### config.mk
export PLATFORM = sky130hd
export DESIGN_NAME = reset_mode_vector_loader
export DESIGN_NICKNAME = d
export VERILOG_FILES = /design/src/common/mode_loader_pkg.sv /design/src/boot_select_decoder.sv /design/src/reset_mode_vector_loader.sv
export VERILOG_INCLUDE_DIRS = /design/src /design/src/common
export SDC_FILE = /design/constraint.sdc
export NUM_CORES = 1
export LEC_CHECK = 0
export ABC_AREA = 1
export BUFFER_PORTS_ARGS = -buffer_cell sky130_fd_sc_hd__buf_2
export CAP_MARGIN = 20
export CORE_ASPECT_RATIO = 2
export CORE_MARGIN = 8
export CORE_UTILIZATION = 45
export CTS_BUF_LIST = sky130_fd_sc_hd__clkbuf_4 sky130_fd_sc_hd__clkbuf_8
export DETAILED_ROUTE_END_ITERATION = 10
export PLACE_DENSITY = 0.82
export SLEW_MARGIN = 10
export SYNTH_ARGS = -nofsm -noshare
export SYNTH_HDL_FRONTEND = slang
export SYNTH_HIERARCHICAL = 1
export SYNTH_SLANG_ARGS = --single-unit
### constraint.sdc
create_clock -name core_clk -period 3.5 [get_ports core_clk]
set_input_delay 0.875 -clock core_clk [delete_from_list [all_inputs] [get_ports core_clk]]
set_output_delay 0.875 -clock core_clk [all_outputs]
set_load 0.05 [all_outputs]
### src/common/mode_loader_cfg.svh
// Constants for the reset-time mode vector loader
`ifndef MODE_LOADER_CFG_SVH
`define MODE_LOADER_CFG_SVH
`define MODE_VECTOR_ADDR 32'h000ffff8
`define RESET_VECTOR_ADDR 32'h000ffffc
`define MODE_RESERVED_PATTERN 8'h07
`define MODE_RESERVED_MSB 31
`define MODE_RESERVED_LSB 24
`define BOOT_SEL_INTERNAL 3'h0
`define BOOT_SEL_EXTERNAL 3'h1
`define MODE_REG_RESET 32'h00000000
`define MEM_WAIT_LIMIT_NS 800
`define CLK_PERIOD_NS 8
`define MEM_WAIT_CYCLES (`MEM_WAIT_LIMIT_NS / `CLK_PERIOD_NS)
`endif

### src/common/mode_loader_pkg.sv
// Types for the reset-time mode vector loader
package mode_loader_pkg;
   typedef enum logic [2:0] {
      st_sample = 3'b000,
      st_mode_req = 3'b001,
      st_mode_wait = 3'b010,
      st_vec_req = 3'b011,
      st_vec_wait = 3'b100,
      st_run = 3'b101,
      st_halt = 3'b110
   } loader_state_t;

   typedef struct packed {
      logic req;
      logic [31:0] addr;
   } boot_req_t;

   typedef struct packed {
      logic ack;
      logic [31:0] data;
   } boot_rsp_t;

   typedef struct packed {
      logic [2:0] boot_select;
      logic supported;
      logic internal;
   } boot_cfg_t;
endpackage : mode_loader_pkg

### src/boot_select_decoder.sv
// Boot-select pin decoder, registered
`timescale 1ns/1ps
`default_nettype none
`include "mode_loader_cfg.svh"
module boot_select_decoder
   import mode_loader_pkg::*;
(
   input wire logic core_clk,
   input wire logic rst,
   input wire logic capture,
   input wire logic [2:0] pins,
   output boot_cfg_t cfg
);
   always_ff @(posedge core_clk) begin
      if (rst) begin
         cfg <= '0;
      end else if (capture) begin
         cfg.boot_select <= pins;
         cfg.internal <= (pins == `BOOT_SEL_INTERNAL);
         // Only the internal encoding is usable here; external and the rest are not
         cfg.supported <= (pins == `BOOT_SEL_INTERNAL);
      end
   end
endmodule : boot_select_decoder
`default_nettype wire

### src/reset_mode_vector_loader.sv
// Reset-time mode vector loader with operating mode register
`timescale 1ns/1ps
`default_nettype none
`include "mode_loader_cfg.svh"
// How it works
// - Pins all low: fetch mode and reset vectors from internal memory.
// - During reset processing fetch mode word, write operating mode register.
// - Once loaded, the device runs in the mode the register holds.
// - Every reset source reloads the operating mode register.
// - Software writes to the operating mode register are ignored.
// - Big endian: byte at vector address is word bits 31 to 24.
module reset_mode_vector_loader
   import mode_loader_pkg::*;
(
   input wire logic core_clk,
   input wire logic rst,
   input wire logic [2:0] boot_select_pins,
   output boot_req_t mem_req,
   input wire boot_rsp_t mem_rsp,
   input wire logic sw_mode_wr,
   input wire logic [31:0] sw_mode_wdata,
   output logic [31:0] operating_mode_register,
   output logic [31:0] reset_vector,
   output logic cpu_start,
   output logic mode_pattern_bad,
   output logic boot_fault
);
   // Bounded wait so a missing memory cannot hold the core in reset forever
   localparam logic [7:0] wait_limit = 8'(`MEM_WAIT_CYCLES);

   loader_state_t state;
   boot_cfg_t cfg;
   logic [7:0] wait_cnt;
   logic capture;
   logic mode_taken;
   logic vec_taken;
   logic mode_loaded;
   logic [7:0] reserved_byte;

   assign capture = (state == st_sample);
   // An answer only counts in the wait state of its own fetch
   assign mode_taken = (state == st_mode_wait) && mem_rsp.ack;
   assign vec_taken = (state == st_vec_wait) && mem_rsp.ack;
   // Vector byte sits in the top byte of the big-endian word
   assign reserved_byte = mem_rsp.data[`MODE_RESERVED_MSB:`MODE_RESERVED_LSB];

   boot_select_decoder u_decoder (
      .core_clk(core_clk),
      .rst(rst),
      .capture(capture),
      .pins(boot_select_pins),
      .cfg(cfg)
   );

   function automatic logic timed_out(input logic [7:0] cnt);
      timed_out = (cnt == wait_limit);
   endfunction : timed_out

   function automatic logic is_wait_state(input loader_state_t s);
      is_wait_state = (s == st_mode_wait) || (s == st_vec_wait);
   endfunction : is_wait_state

   // Both fetches read fixed vector addresses in the internal space
   function automatic logic [31:0] vector_addr(input logic mode_fetch);
      vector_addr = mode_fetch ? `MODE_VECTOR_ADDR : `RESET_VECTOR_ADDR;
   endfunction : vector_addr

   // rst stands for every reset source, so each one restarts the load
   always_ff @(posedge core_clk) begin
      if (rst) begin
         state <= st_sample;
      end else begin
         case (state)
            st_sample: begin
               state <= st_mode_req;
            end
            st_mode_req: begin
               // Decoder output is valid one cycle after capture
               if (cfg.internal) begin
                  state <= st_mode_wait;
               end else begin
                  // No fetch from a space this block cannot reach
                  state <= st_halt;
               end
            end
            st_mode_wait: begin
               if (mem_rsp.ack) begin
                  state <= st_vec_req;
               end else if (timed_out(wait_cnt)) begin
                  state <= st_halt;
               end
            end
            st_vec_req: begin
               if (mode_loaded) begin
                  state <= st_vec_wait;
               end else begin
                  state <= st_halt;
               end
            end
            st_vec_wait: begin
               if (mem_rsp.ack) begin
                  state <= st_run;
               end else if (timed_out(wait_cnt)) begin
                  state <= st_halt;
               end
            end
            st_run: begin
               // Left only through the next reset, of whatever source
               state <= st_run;
            end
            st_halt: begin
               // Parked until reset; the fault output stays up meanwhile
               state <= st_halt;
            end
            default: begin
               state <= st_halt;
            end
         endcase
      end
   end

   // Each fetch gets its own wait budget; the count parks at the limit
   always_ff @(posedge core_clk) begin
      if (rst) begin
         wait_cnt <= 8'h00;
      end else if (state == st_mode_req || state == st_vec_req) begin
         wait_cnt <= 8'h00;
      end else if (is_wait_state(state) && !timed_out(wait_cnt)) begin
         wait_cnt <= wait_cnt + 8'h01;
      end
   end

   // Memory request held high for the whole wait; internal space only
   always_ff @(posedge core_clk) begin
      if (rst) begin
         mem_req <= '0;
      end else if (state == st_mode_req && cfg.internal) begin
         mem_req.req <= 1'b1;
         mem_req.addr <= vector_addr(1'b1);
      end else if (state == st_vec_req && mode_loaded) begin
         mem_req.req <= 1'b1;
         mem_req.addr <= vector_addr(1'b0);
      end else if (mem_rsp.ack) begin
         mem_req.req <= 1'b0;
      end else if (state == st_halt) begin
         // A fetch abandoned on timeout must not stay open on the bus
         mem_req.req <= 1'b0;
      end
   end

   // Only the mode fetch writes it; sw_mode_wr is dropped on purpose
   always_ff @(posedge core_clk) begin
      if (rst) begin
         operating_mode_register <= `MODE_REG_RESET;
      end else if (mode_taken) begin
         // Word as fetched; vector byte lands in bits 31:24
         operating_mode_register <= mem_rsp.data;
      end
   end

   // Flags a reserved byte that differs from the fixed pattern; no correction
   always_ff @(posedge core_clk) begin
      if (rst) begin
         mode_pattern_bad <= 1'b0;
      end else if (mode_taken) begin
         mode_pattern_bad <= (reserved_byte != `MODE_RESERVED_PATTERN);
      end
   end

   always_ff @(posedge core_clk) begin
      if (rst) begin
         reset_vector <= 32'h00000000;
      end else if (vec_taken) begin
         reset_vector <= mem_rsp.data;
      end
   end

   // Set only by the mode fetch of this reset, so a start cannot outrun the load
   always_ff @(posedge core_clk) begin
      if (rst) begin
         mode_loaded <= 1'b0;
      end else if (mode_taken) begin
         mode_loaded <= 1'b1;
      end
   end

   // Core may only start after the mode register is in place
   always_ff @(posedge core_clk) begin
      if (rst) begin
         cpu_start <= 1'b0;
      end else if (state == st_run) begin
         cpu_start <= 1'b1;
      end else if (vec_taken && mode_loaded) begin
         cpu_start <= 1'b1;
      end else begin
         cpu_start <= 1'b0;
      end
   end

   // Unsupported pins or a dead memory stop the boot rather than guess
   always_ff @(posedge core_clk) begin
      if (rst) begin
         boot_fault <= 1'b0;
      end else if (state == st_mode_req && !cfg.supported) begin
         boot_fault <= 1'b1;
      end else if (state == st_halt) begin
         boot_fault <= 1'b1;
      end else if (is_wait_state(state) && !mem_rsp.ack && timed_out(wait_cnt)) begin
         // Memory never answered; stopping beats running from an unknown vector
         boot_fault <= 1'b1;
      end else begin
         boot_fault <= 1'b0;
      end
   end

   // Software write port reaches nothing: the register is load-only
   logic unused_sw;
   assign unused_sw = sw_mode_wr ^ (^sw_mode_wdata) ^ (^cfg.boot_select);
endmodule : reset_mode_vector_loader
`default_nettype wire

* Word level (Yosys, flattened, before mapping)
Index checks and enable logic that the tools add are counted.
** Storage, ports and cells
- Bits in registers :: 99
- Logic and storage cells :: 57
** Cells by class
- Add/sub/neg operators :: 1
- Equal/unequal tests :: 8
- Multiplexer cells :: 16
- Reduce and logical (&&, ||, !) cells :: 20
** Operators with widths (count)
- $mux W33 :: 1
- $mux W20 :: 1
- $pmux W3 S6 :: 1
- $mux W3 :: 4
- $eq A3 B3 Y1 const B :: 3
- $logic_and A1 B1 Y1 :: 9
- $add A8 B1 Y8 const B :: 1
- $eq A8 B7 Y1 const B :: 1
- $mux W1 :: 8
- $ne A8 B3 Y1 const B :: 1
- $eq A3 B2 Y1 const B :: 2
- $logic_not A3 Y1 :: 2
- $reduce_bool A4 Y1 :: 1
- $reduce_or A2 Y1 :: 2
- $eq A3 B1 Y1 const B :: 1
- $logic_not A1 Y1 :: 3
- $logic_or A1 B1 Y1 :: 2
- $mux W2 :: 1
- $reduce_bool A2 Y1 :: 1

* Longest topological paths before layout
Gate-level depths: netlist (run 1).
- Depth after elaboration :: 7
- Depth in mapped cells :: 9
- Depth with buffers taken out :: 9

* Hierarchy
The synthesis (run 1) kept the hierarchy.
** By module, submodules not included
- reset_mode_vector_loader :: times used 1, cells an instance 460, area an instance 3457.1 um^2, seq. area each 1641.6 um^2
- boot_select_decoder :: times used 1, cells an instance 19, area an instance 151.4 um^2, seq. area each 80.1 um^2

* Worst setup path before layout (run 1)
Ideal clock, no wire load.
- Path kind :: reg-to-output
- Start point :: reg mem_req[18] (netlist name)
- End point :: out mem_req[10] in the netlist's numbering
- Arrival time :: 1189 ps
- Path slack :: 1436 ps
- Cell stages (with the launch flop) :: 2
- Path buffers :: 1
- Path through :: dfxtp_1 buf_4
** RTL lines
- end, declared :: line reset_mode_vector_loader.sv:18 : output boot_req_t mem_req,

* Worst setup path in the final report (run 1)
- Start point :: reg mem_req[18] in the netlist's numbering
- End point :: out mem_req[18] in the netlist's numbering
No word-level cell between the ends.

==> out/results.tsv, run 1 <==
stage	metric	value	unit
cts	cts_tree	done	
layout	multi_input_area	1410	um2
worst_setup_path	crit_chain	buf_2	
drt	drt_wl_total	9.79	mm
pwr	p_int	1610	uW
pwr	combPwrFrac	0.315	
worst_setup_path	critical_path_required	2.62	ns
layout	syn2layout_area_growth	17.9	%
drt	drt-initial-drc-count	157	
layout	drive_gt1_frac	0.272	
worst_setup_path	crit_fanout	18	
cts	cts_root_buf	clkbuf_8	
die	die-area	11100	um2
die	rows	45	
timing	fin_skew	0.00803	ns
outcome	status	complete, no violations	
drt	drc	0	
timing	maxSlewHeadroom	0.432	
worst_setup_path	path_depth	1	
worst_setup_path	crit_type	reg2out	
cts	clkSinkCount	83	
drt	firstDrtPassIters	4	
drt	via_per_inst	4.97	
layout	final_cell_mix	buf_2, nand2_1, dfxtp_1	
cts	cts_buffers	9	
yosys	syn_avg_cell_area	7.51	um2
timing	rsz0062_at_grt	no	
pwr	pwr-share-clk	0.263	
die	io_pins	171	
grt	grt_util_all_layers	0.177	
layout	fillers	733	
worst_setup_path	max_stage_delay	0.55	ns
timing	setup_tns	0	ns
grt	grt_max_degree	41	
yosys	yosys_warnings	6	
hold_path	hold_class	reg2reg	
cts	cts_buffer_depth	2	
timing	whs	0.464	ns
pwr	power_frac_seq	0.422	
cts	cts-htree-levels	3	
yosys	syn-cell-area	3510	um2
worst_setup_path	reg2reg_depth	5	
placed_design	portBuffers	123	
cts	cts_resized	0	
grt	grt_antenna_before_repair	1	
worst_setup_path	critPathBufInv	1	
worst_setup_path	cp_slowest_cell	dfxtp_1	
drt	vias	3292	
grt	grt_pass1_vias	3323	
timing	fin_crit	2.12	ns
timing	finalSetupViolCount	0	
grt	grt_pass1_wl	15.9	mm
worst_setup_path	cp_top_family	flip-flops	
pwr	p_switching	1050	uW
timing	final.period_utilization	0.605	
placed_design	dpl.hpwl	7.04	mm
layout	seq_area	1660	um2
flow_run	drv_cap	0	
cts	clkLatencyLatePin	0.35	ns
cts	ctsHoldBuffers	0	
timing	hold_viol	0	
cts	cts_setup_buffers	0	
yosys	synthCells	468	
worst_setup_path	reg2reg_from	state[2]	
timing	max_freq	0.472	GHz
die	dieHeight	141	um
die	coreArea	7600	um2
pwr	swShare	0.394	
die	start_util	0.462	
die	die_x	78.5	um
timing	slew_viol_final	0	
layout	layout_commonest_cell	buf_2	
worst_setup_path	startpoint	mem_req[18]	
cts	clk_pin_slew_worst_paths	0.08	ns
grt	grt_overflow_total	0	
timing	worst_pin_slew	0.850	ns
worst_setup_path	worst_setup_path_end_kind	primary output	
pwr	powerDensity	643	nW/um2
worst_setup_path	worstSetupEndpoint	mem_req[18]	
drt	wl_per_cell	14.8	um
pwr	leakage	0.00204	uW
worst_setup_path	r2r_slack	1.74	ns
worst_setup_path	crit_path_start_kind	flop	
placed_design	place.gp.congestion	0.910	
worst_setup_path	r2r-end	operating_mode_register[31]	
pwr	vdd_drop_max	0.297	mV
layout	final_nets	637	
drt	ant_nets	0	
worst_setup_path	worst_ep_arrival_time	1.24	ns
==> per-stage QoR <==
step | power (uW) | setup slack [ns] | area [um2] | util | std cells
6_report | 2670 | 1.38 | 4140 | 0.545 | 662
5_1_grt | 2800 | 1.27 | 4140 | 0.545 | 662
4_1_cts | 2680 | 1.35 | 4140 | 0.545 | 661
3_5_place_dp | 1990 | 1.30 | 3940 | 0.519 | 647
3_3_place_gp | 1970 | 1.38 | 3940 | 0.519 | 647
2_1_floorplan | 1820 | 1.44 | 3560 | - | 481
==> routing by layer <==
metal  up-vias  GRT usage  wire length [um]
met2       107      0.335              5700
met4         0      0.104               314
met5         -          0                 0
met1      1519      0.160              3320
met3        25     0.0446               445
li1       1641          -                 -
==> worst min-delay path by stage <==
stage | startpoint | to | slack (ns) | cells past startpoint
final | reset_vector[3] | reset_vector[3] | 0.46 | 2
after floorplan | mode_loaded | cpu_start | 0.45 | 2
after global routing | reset_vector[12] | reset_vector[12] | 0.48 | 2
after CTS | reset_vector[3] | reset_vector[3] | 0.46 | 2
after detailed placement | reset_vector[23] | reset_vector[23] | 0.45 | 2
after global placement | mem_req[2] | mem_req[2] | 0.45 | 2
==> cell type report <==
| cell class | instances | share of cell area |
|---|---|---|
| sequential | 83 | 0.401 |
| multi-input combinational | 314 | 0.340 |
| timing repair buffer | 127 | 0.156 |
| clock buffer | 12 | 0.0399 |
| tap | 94 | 0.0284 |
| inverter | 29 | 0.0263 |
| clock inverter | 2 | 0.00845 |
| antenna | 1 | 0.000604 |
==> registers in the layout, indices dropped and copies added (netlist names) <==
name	flops
reset_vector	32
wait_cnt	8
mem_req	3
u_decoder/cfg	1
boot_fault	1
mode_loaded	1
mode_pattern_bad	1
cpu_start	1
state	3
operating_mode_register	32
==> power by group through the flow <==
stage	registers, uW	clock network, uW	logic [uW]
after CTS	1120	713	845
after global placement	1140	0	828
after detailed placement	1140	0	844
after global routing	1140	761	903
final	1130	700	840
after floorplan	1420	0	401
Power figures use the tool's default switching activity.
==> run 2: changes to the inputs <==
--- a/config.mk
+++ b/config.mk
@@ -6,15 +6,15 @@
 export SDC_FILE = /design/constraint.sdc
 export NUM_CORES = 1
 export LEC_CHECK = 0
-export ABC_AREA = 1
+export ABC_AREA = 0
 export BUFFER_PORTS_ARGS = -buffer_cell sky130_fd_sc_hd__buf_2
 export CAP_MARGIN = 20
 export CORE_ASPECT_RATIO = 2
 export CORE_MARGIN = 8
-export CORE_UTILIZATION = 45
+export CORE_UTILIZATION = 43
 export CTS_BUF_LIST = sky130_fd_sc_hd__clkbuf_4 sky130_fd_sc_hd__clkbuf_8
 export DETAILED_ROUTE_END_ITERATION = 10
-export PLACE_DENSITY = 0.82
+export PLACE_DENSITY = 0.83
 export SLEW_MARGIN = 10
 export SYNTH_ARGS = -nofsm -noshare
 export SYNTH_HDL_FRONTEND = slang
==> constraint.sdc (replaced) <==
create_clock -name core_clk -period 1.8 [get_ports core_clk]
set_input_delay 0.45 -clock core_clk [delete_from_list [all_inputs] [get_ports core_clk]]
set_output_delay 0.45 -clock core_clk [all_outputs]
set_load 0.05 [all_outputs]
==> out/results.tsv, run 2 <==
stage	metric	value	unit	change
worst_setup_path	critPathBufInv	2		+1
pwr	leakage	0.00184	uW	-9.5%
die	rows	45		unchanged
flow_run	drv_cap	0		unchanged
drt	wl_met2	4.69	mm	-18%
yosys	syn_avg_cell_area	7.95	um2	+5.8%
worst_setup_path	cp_slowest_cell	a211o_4		
placed_design	portBuffers	123		unchanged
timing	slew_viol_final	0		unchanged
timing	finalSetupViolCount	0		unchanged
grt	grt_overflow_total	0		unchanged
worst_setup_path	cp_top_family	simple AND/OR/NAND/NOR gates		
worst_setup_path	crit_path_start_kind	flop		
drt	via_per_inst	5.06		+1.8%
drt	drt-initial-drc-count	120		-24%
drt	drc	0		unchanged
timing	hold_viol	0		unchanged
grt	grt_pass1_wl	14.0	mm	-12%
drt	vias	3160		-4.0%
outcome	status	complete, no violations		
layout	drive_gt1_frac	0.321		+0.0491
worst_setup_path	worst_setup_path_end_kind	flop		
timing	max_freq	0.565	GHz	
grt	grt_util_all_layers	0.157		-0.0199
timing	rsz0062_at_grt	yes		
timing	setup_tns	0	ns	unchanged
die	start_util	0.441		-0.0209
grt	grt_pass1_vias	3046		-8.3%
layout	layout_commonest_cell	nand2_1		
timing	final.period_utilization	0.983		
drt	wl_met1	3.41	mm	+2.5%
cts	cts-htree-levels	3		unchanged
worst_setup_path	critical_path_required	2.09	ns	-0.53 ns
die	coreArea	7540	um2	-0.74%
worst_setup_path	worst_ep_arrival_time	2.06	ns	+0.82 ns
grt	grt_max_degree	77		+88%
drt	wl_met3	755	um	+70%
layout	seq_area	1670	um2	+0.23%
drt	drt_wl_total	9.21	mm	-5.9%
cts	clkLatencyLatePin	0.35	ns	about the same
cts	clk_pin_slew_worst_paths	0.08	ns	about the same
worst_setup_path	crit_chain	inv_2 -> ha_4 -> and4b_2 -> a211o_4 -> buf_6 -> or3_4 -> a21oi_2		
cts	cts_root_buf	clkbuf_8		
yosys	yosys_warnings	6		unchanged
pwr	vdd_drop_max	0.683	mV	+130%
layout	syn2layout_area_growth	25.1	%	
grt	grt_antenna_before_repair	0		-1
drt	wl_per_cell	14.8	um	-0.16%
drt	firstDrtPassIters	4		unchanged
placed_design	dpl.hpwl	6.87	mm	-2.4%
die	io_pins	171		unchanged
layout	final_nets	600		-5.8%
placed_design	place.gp.congestion	0.815		-10%
die	die_x	78.2	um	-0.33%
pwr	powerDensity	975	nW/um2	+52%
timing	fin_crit	1.77	ns	
yosys	synthCells	419		-10%
timing	fin_skew	0.00777	ns	-0.000258 ns
layout	fillers	709		-3.3%
layout	final_cell_mix	nand2_1, buf_2, dfxtp_1		
yosys	syn-cell-area	3330	um2	-5.2%
die	dieHeight	140	um	-0.37%
cts	cts_tree	done		
die	die-area	11000	um2	-0.69%
cts	cts_buffer_depth	2		unchanged
placed_design	dpl_cell_area	3940	um2	unchanged
drt	highest_layer	met4		
layout	largestRegisters	operating_mode_register (32), reset_vector (32), wait_cnt (8)		
worst_setup_path	max_stage_delay	0.37	ns	-0.18 ns
cts	clkSinkCount	83		unchanged
cts	cts_buffers	9		unchanged
hold_path	hold_class	in2reg		
layout	multi_input_area	1410	um2	unchanged
drt	ant_nets	0		unchanged
worst_setup_path	crit_type	reg2reg		
layout	stdcell_area	4170	um2	+0.51%
layout	diodes	0		-1
worst_setup_path	crit_fanout	5		-13
-- run 2: changes by cell type in the layout (fill, tap and decap cells not counted), sizes merged, moves of 13 or more --
cell / previous run / this run
a21oi: 50 / 71
buf: 127 / 140
inv: 29 / 5
nand2: 97 / 137
nor2: 79 / 9
o21ai: 47 / 5
-- run 2: through the flow --
stage           util  power [uW]  instances  hold slack [ns]  worst slack, ns
6_report       0.552        4060        624            0.345           0.0299
5_1_grt        0.552        4230        624            0.337          -0.0341
4_1_cts        0.547        4080        624            0.326          -0.0110
3_5_place_dp   0.522        2890        609            0.443          -0.0188
3_3_place_gp   0.522        2870        609            0.439           0.0241
2_1_floorplan      -        2650        432            0.443           0.0237
-- run 2: what timing repair did --
item	in CTS	in global routing
buffers inserted	1	0
hold buffers	0	0
pin swaps	0	7
endpoints found under the hold margin	0	0
gates resized for setup	3	10
setup endpoints to repair	2	12
-- run 2: per-layer routing --
layer  vias to the layer above  GRT usage
li1                       1539          -
met1                      1455      0.153
met2                       137      0.270
met3                        29     0.0551
met4                         0      0.101
met5                         -          0
-- run 2: layout make-up --
type                       count  area share
tap                           94      0.0282
inverter                       5     0.00451
timing repair buffer         140       0.188
sequential                    83       0.400
clock inverter                 2     0.00300
multi-input combinational    288       0.338
clock buffer                  12      0.0381
-- run 2: worst reg2reg max path: stages, from the launching register on --
cell and delay [ns]:
dfxtp_2 0.34, inv_2 0.05, ha_4 0.14, and4b_2 0.26, a211o_4 0.37, buf_6 0.13
or3_4 0.32, a21oi_2 0.11
-- run 2: path summary, 6_finish.rpt --
path,startpoint,endpoint,slack (ns),depth (start not counted)
worst max-delay path,wait_cnt[1],wait_cnt[3],0.03,7
worst min-delay path,mem_rsp[17],operating_mode_register[17],0.35,3
worst max register to register,wait_cnt[1],wait_cnt[3],0.03,7
worst min register to register,operating_mode_register[13],operating_mode_register[13],0.45,2
-- run 2: power breakdown --
group          total, uW  switching [uW]  internal [uW]
registers           1980            55.0           1920
logic                898             632            266
clock network       1190             611            575
total               4060            1300           2760
==> run 3: changes to the inputs <==
--- a/config.mk
+++ b/config.mk
@@ -9,7 +9,6 @@
 export ABC_AREA = 0
 export BUFFER_PORTS_ARGS = -buffer_cell sky130_fd_sc_hd__buf_2
 export CAP_MARGIN = 20
-export CORE_ASPECT_RATIO = 2
 export CORE_MARGIN = 8
 export CORE_UTILIZATION = 43
 export CTS_BUF_LIST = sky130_fd_sc_hd__clkbuf_4 sky130_fd_sc_hd__clkbuf_8
==> out/results.tsv, run 3 (synthesized netlist as in run 2, its figures left out) <==
stage	metric	value	unit	change
cts	cts_buffer_depth	2		unchanged
die	dieHeight	104	um	-26%
worst_setup_path	r2r_slack	0.07	ns	+0.04 ns
die	rows	32		-29%
drt	ant_nets	0		unchanged
drt	wl_per_cell	14.5	um	-1.7%
placed_design	dpl.hpwl	6.59	mm	-4.1%
placed_design	portBuffers	123		unchanged
worst_setup_path	crit_type	reg2reg		
placed_design	dpl_cell_area	3940	um2	about the same
cts	clkSinkCount	83		unchanged
layout	syn2layout_area_growth	24.9	%	about the same
drt	drt_wl_total	9.20	mm	about the same
pwr	vdd_drop_max	0.508	mV	-26%
worst_setup_path	worst_ep_arrival_time	1.96	ns	-0.10 ns
cts	cts_root_buf	clkbuf_8		
die	die_x	104	um	+33%
outcome	status	complete, no violations		
timing	slew_viol_final	0		unchanged
timing	fin_skew	0.0191	ns	+0.0114 ns
cts	cts_buffers	9		unchanged
layout	stdcell_area	4160	um2	about the same
worst_setup_path	crit_fanout	4		-1
timing	hold_viol	0		unchanged
worst_setup_path	reg2reg_depth	7		unchanged
flow_run	drv_cap	0		unchanged
timing	fin_crit	1.73	ns	-0.0435 ns
grt	grt_pass1_wl	14.7	mm	+4.6%
pwr	finalPower	4150	uW	+2.2%
cts	clk_pin_slew_worst_paths	0.11	ns	+0.03 ns
placed_design	place.gp.congestion	0.815		unchanged
worst_setup_path	crit_path_start_kind	flop		
grt	grt_util_all_layers	0.163		+0.00599
worst_setup_path	reg2reg_from	wait_cnt[0]		
cts	clkLatencyLatePin	0.35	ns	about the same
timing	finalSetupViolCount	0		unchanged
grt	grt_antenna_before_repair	0		unchanged
worst_setup_path	worstSetupEndpoint	wait_cnt[6]		
layout	largestRegisters	operating_mode_register (32), reset_vector (32), wait_cnt (8)		
drt	drc	0		unchanged
cts	cts_tree	done		
grt	grt_max_degree	45		-42%
pwr	powerDensity	997	nW/um2	+2.3%
drt	firstDrtPassIters	4		unchanged
drt	via_per_inst	4.90		-3.3%
drt	vias	3104		-1.8%
worst_setup_path	startpoint	wait_cnt[0]		
layout	final_cell_mix	nand2_1, buf_2, dfxtp_1		
hold_path	hold_class	in2reg		
layout	drive_gt1_frac	0.310		-0.0106
grt	grt_pass1_vias	2988		-1.9%
layout	layout_commonest_cell	nand2_1		
timing	max_freq	0.579	GHz	+2.5%
timing	setup_slack	0.0734	ns	+0.0435 ns
cts	cts-htree-levels	3		unchanged
layout	diodes	0		unchanged
timing	setup_tns	0	ns	unchanged
pwr	leakage	0.00185	uW	about the same
placed_design	dp_slack	0.0155	ns	+0.0344 ns
worst_setup_path	r2r-end	wait_cnt[6]		
layout	final_nets	600		unchanged
timing	rsz0062_at_grt	no		
die	die-area	10800	um2	-1.6%
drt	drt-initial-drc-count	141		+18%
die	start_util	0.438		-0.00363
grt	grt_overflow_total	0		unchanged
worst_setup_path	worst_setup_path_end_kind	flop		
die	io_pins	171		unchanged
die	coreArea	7610	um2	+0.83%
cts	ctsHoldBuffers	0		unchanged
worst_setup_path	critical_path_required	2.03	ns	-0.06 ns
timing	final.period_utilization	0.959		-0.0242
run 3: worst min path at each step:
stage | endpoint | startpoint | depth (start not counted) | slack [ns]
after floorplan | wait_cnt[7] | wait_cnt[7] | 2 | 0.44
after global placement | reset_vector[7] | reset_vector[7] | 2 | 0.44
after detailed placement | operating_mode_register[24] | operating_mode_register[24] | 2 | 0.44
after CTS | operating_mode_register[10] | mem_rsp[10] | 3 | 0.32
after global routing | operating_mode_register[13] | mem_rsp[13] | 3 | 0.32
final | operating_mode_register[10] | mem_rsp[10] | 3 | 0.33
run 3: critical path, cell delays in order, from the launching register on:
cell and delay (ns):
dfxtp_2 0.33, inv_1 0.04, ha_2 0.16, and4b_1 0.23, a211o_1 0.35, buf_6 0.14
o31ai_1 0.28, a21oi_2 0.09
run 3: layer usage:
| metal | routed length, um | global-route usage | part of all wire | vias up |
|---|---|---|---|---|
| met5 | 0 | 0 | 0 | - |
| met4 | 111 | 0.0610 | 0.012 | 0 |
| met3 | 694 | 0.0551 | 0.075 | 9 |
| met2 | 4500 | 0.278 | 0.49 | 105 |
| met1 | 3890 | 0.183 | 0.42 | 1445 |
| li1 | - | - | - | 1545 |
run 3: where the power goes:
group          internal, uW  switching [uW]
combinational           254             618
sequential             1920            60.9
clock                   540             754
total                  2720            1430
run 3: layout make-up:
| class | count | area, um2 |
|---|---|---|
| fillers | 727 | 3450 |
| flip-flops and latches | 83 | 1670 |
| multi-input cells | 288 | 1380 |
| repair buffers | 140 | 785 |
| well taps | 102 | 128 |
| clock buffers | 9 | 124 |
| clock inverters | 7 | 66.3 |
| inverters | 5 | 18.8 |
run 3: stage by stage:
step                utilization  cells  hold WS, ns
global route              0.547    634        0.320
CTS                       0.543    632        0.317
floorplan                     -    432        0.443
detailed placement        0.518    616        0.444
global placement          0.518    616        0.439
finish                    0.547    634        0.332
run 3: what timing repair did:
action,4_1_cts,5_1_grt
resized for setup,0,5
endpoints found under the setup margin,0,19
buffers inserted,0,2
hold endpoints to repair,0,0
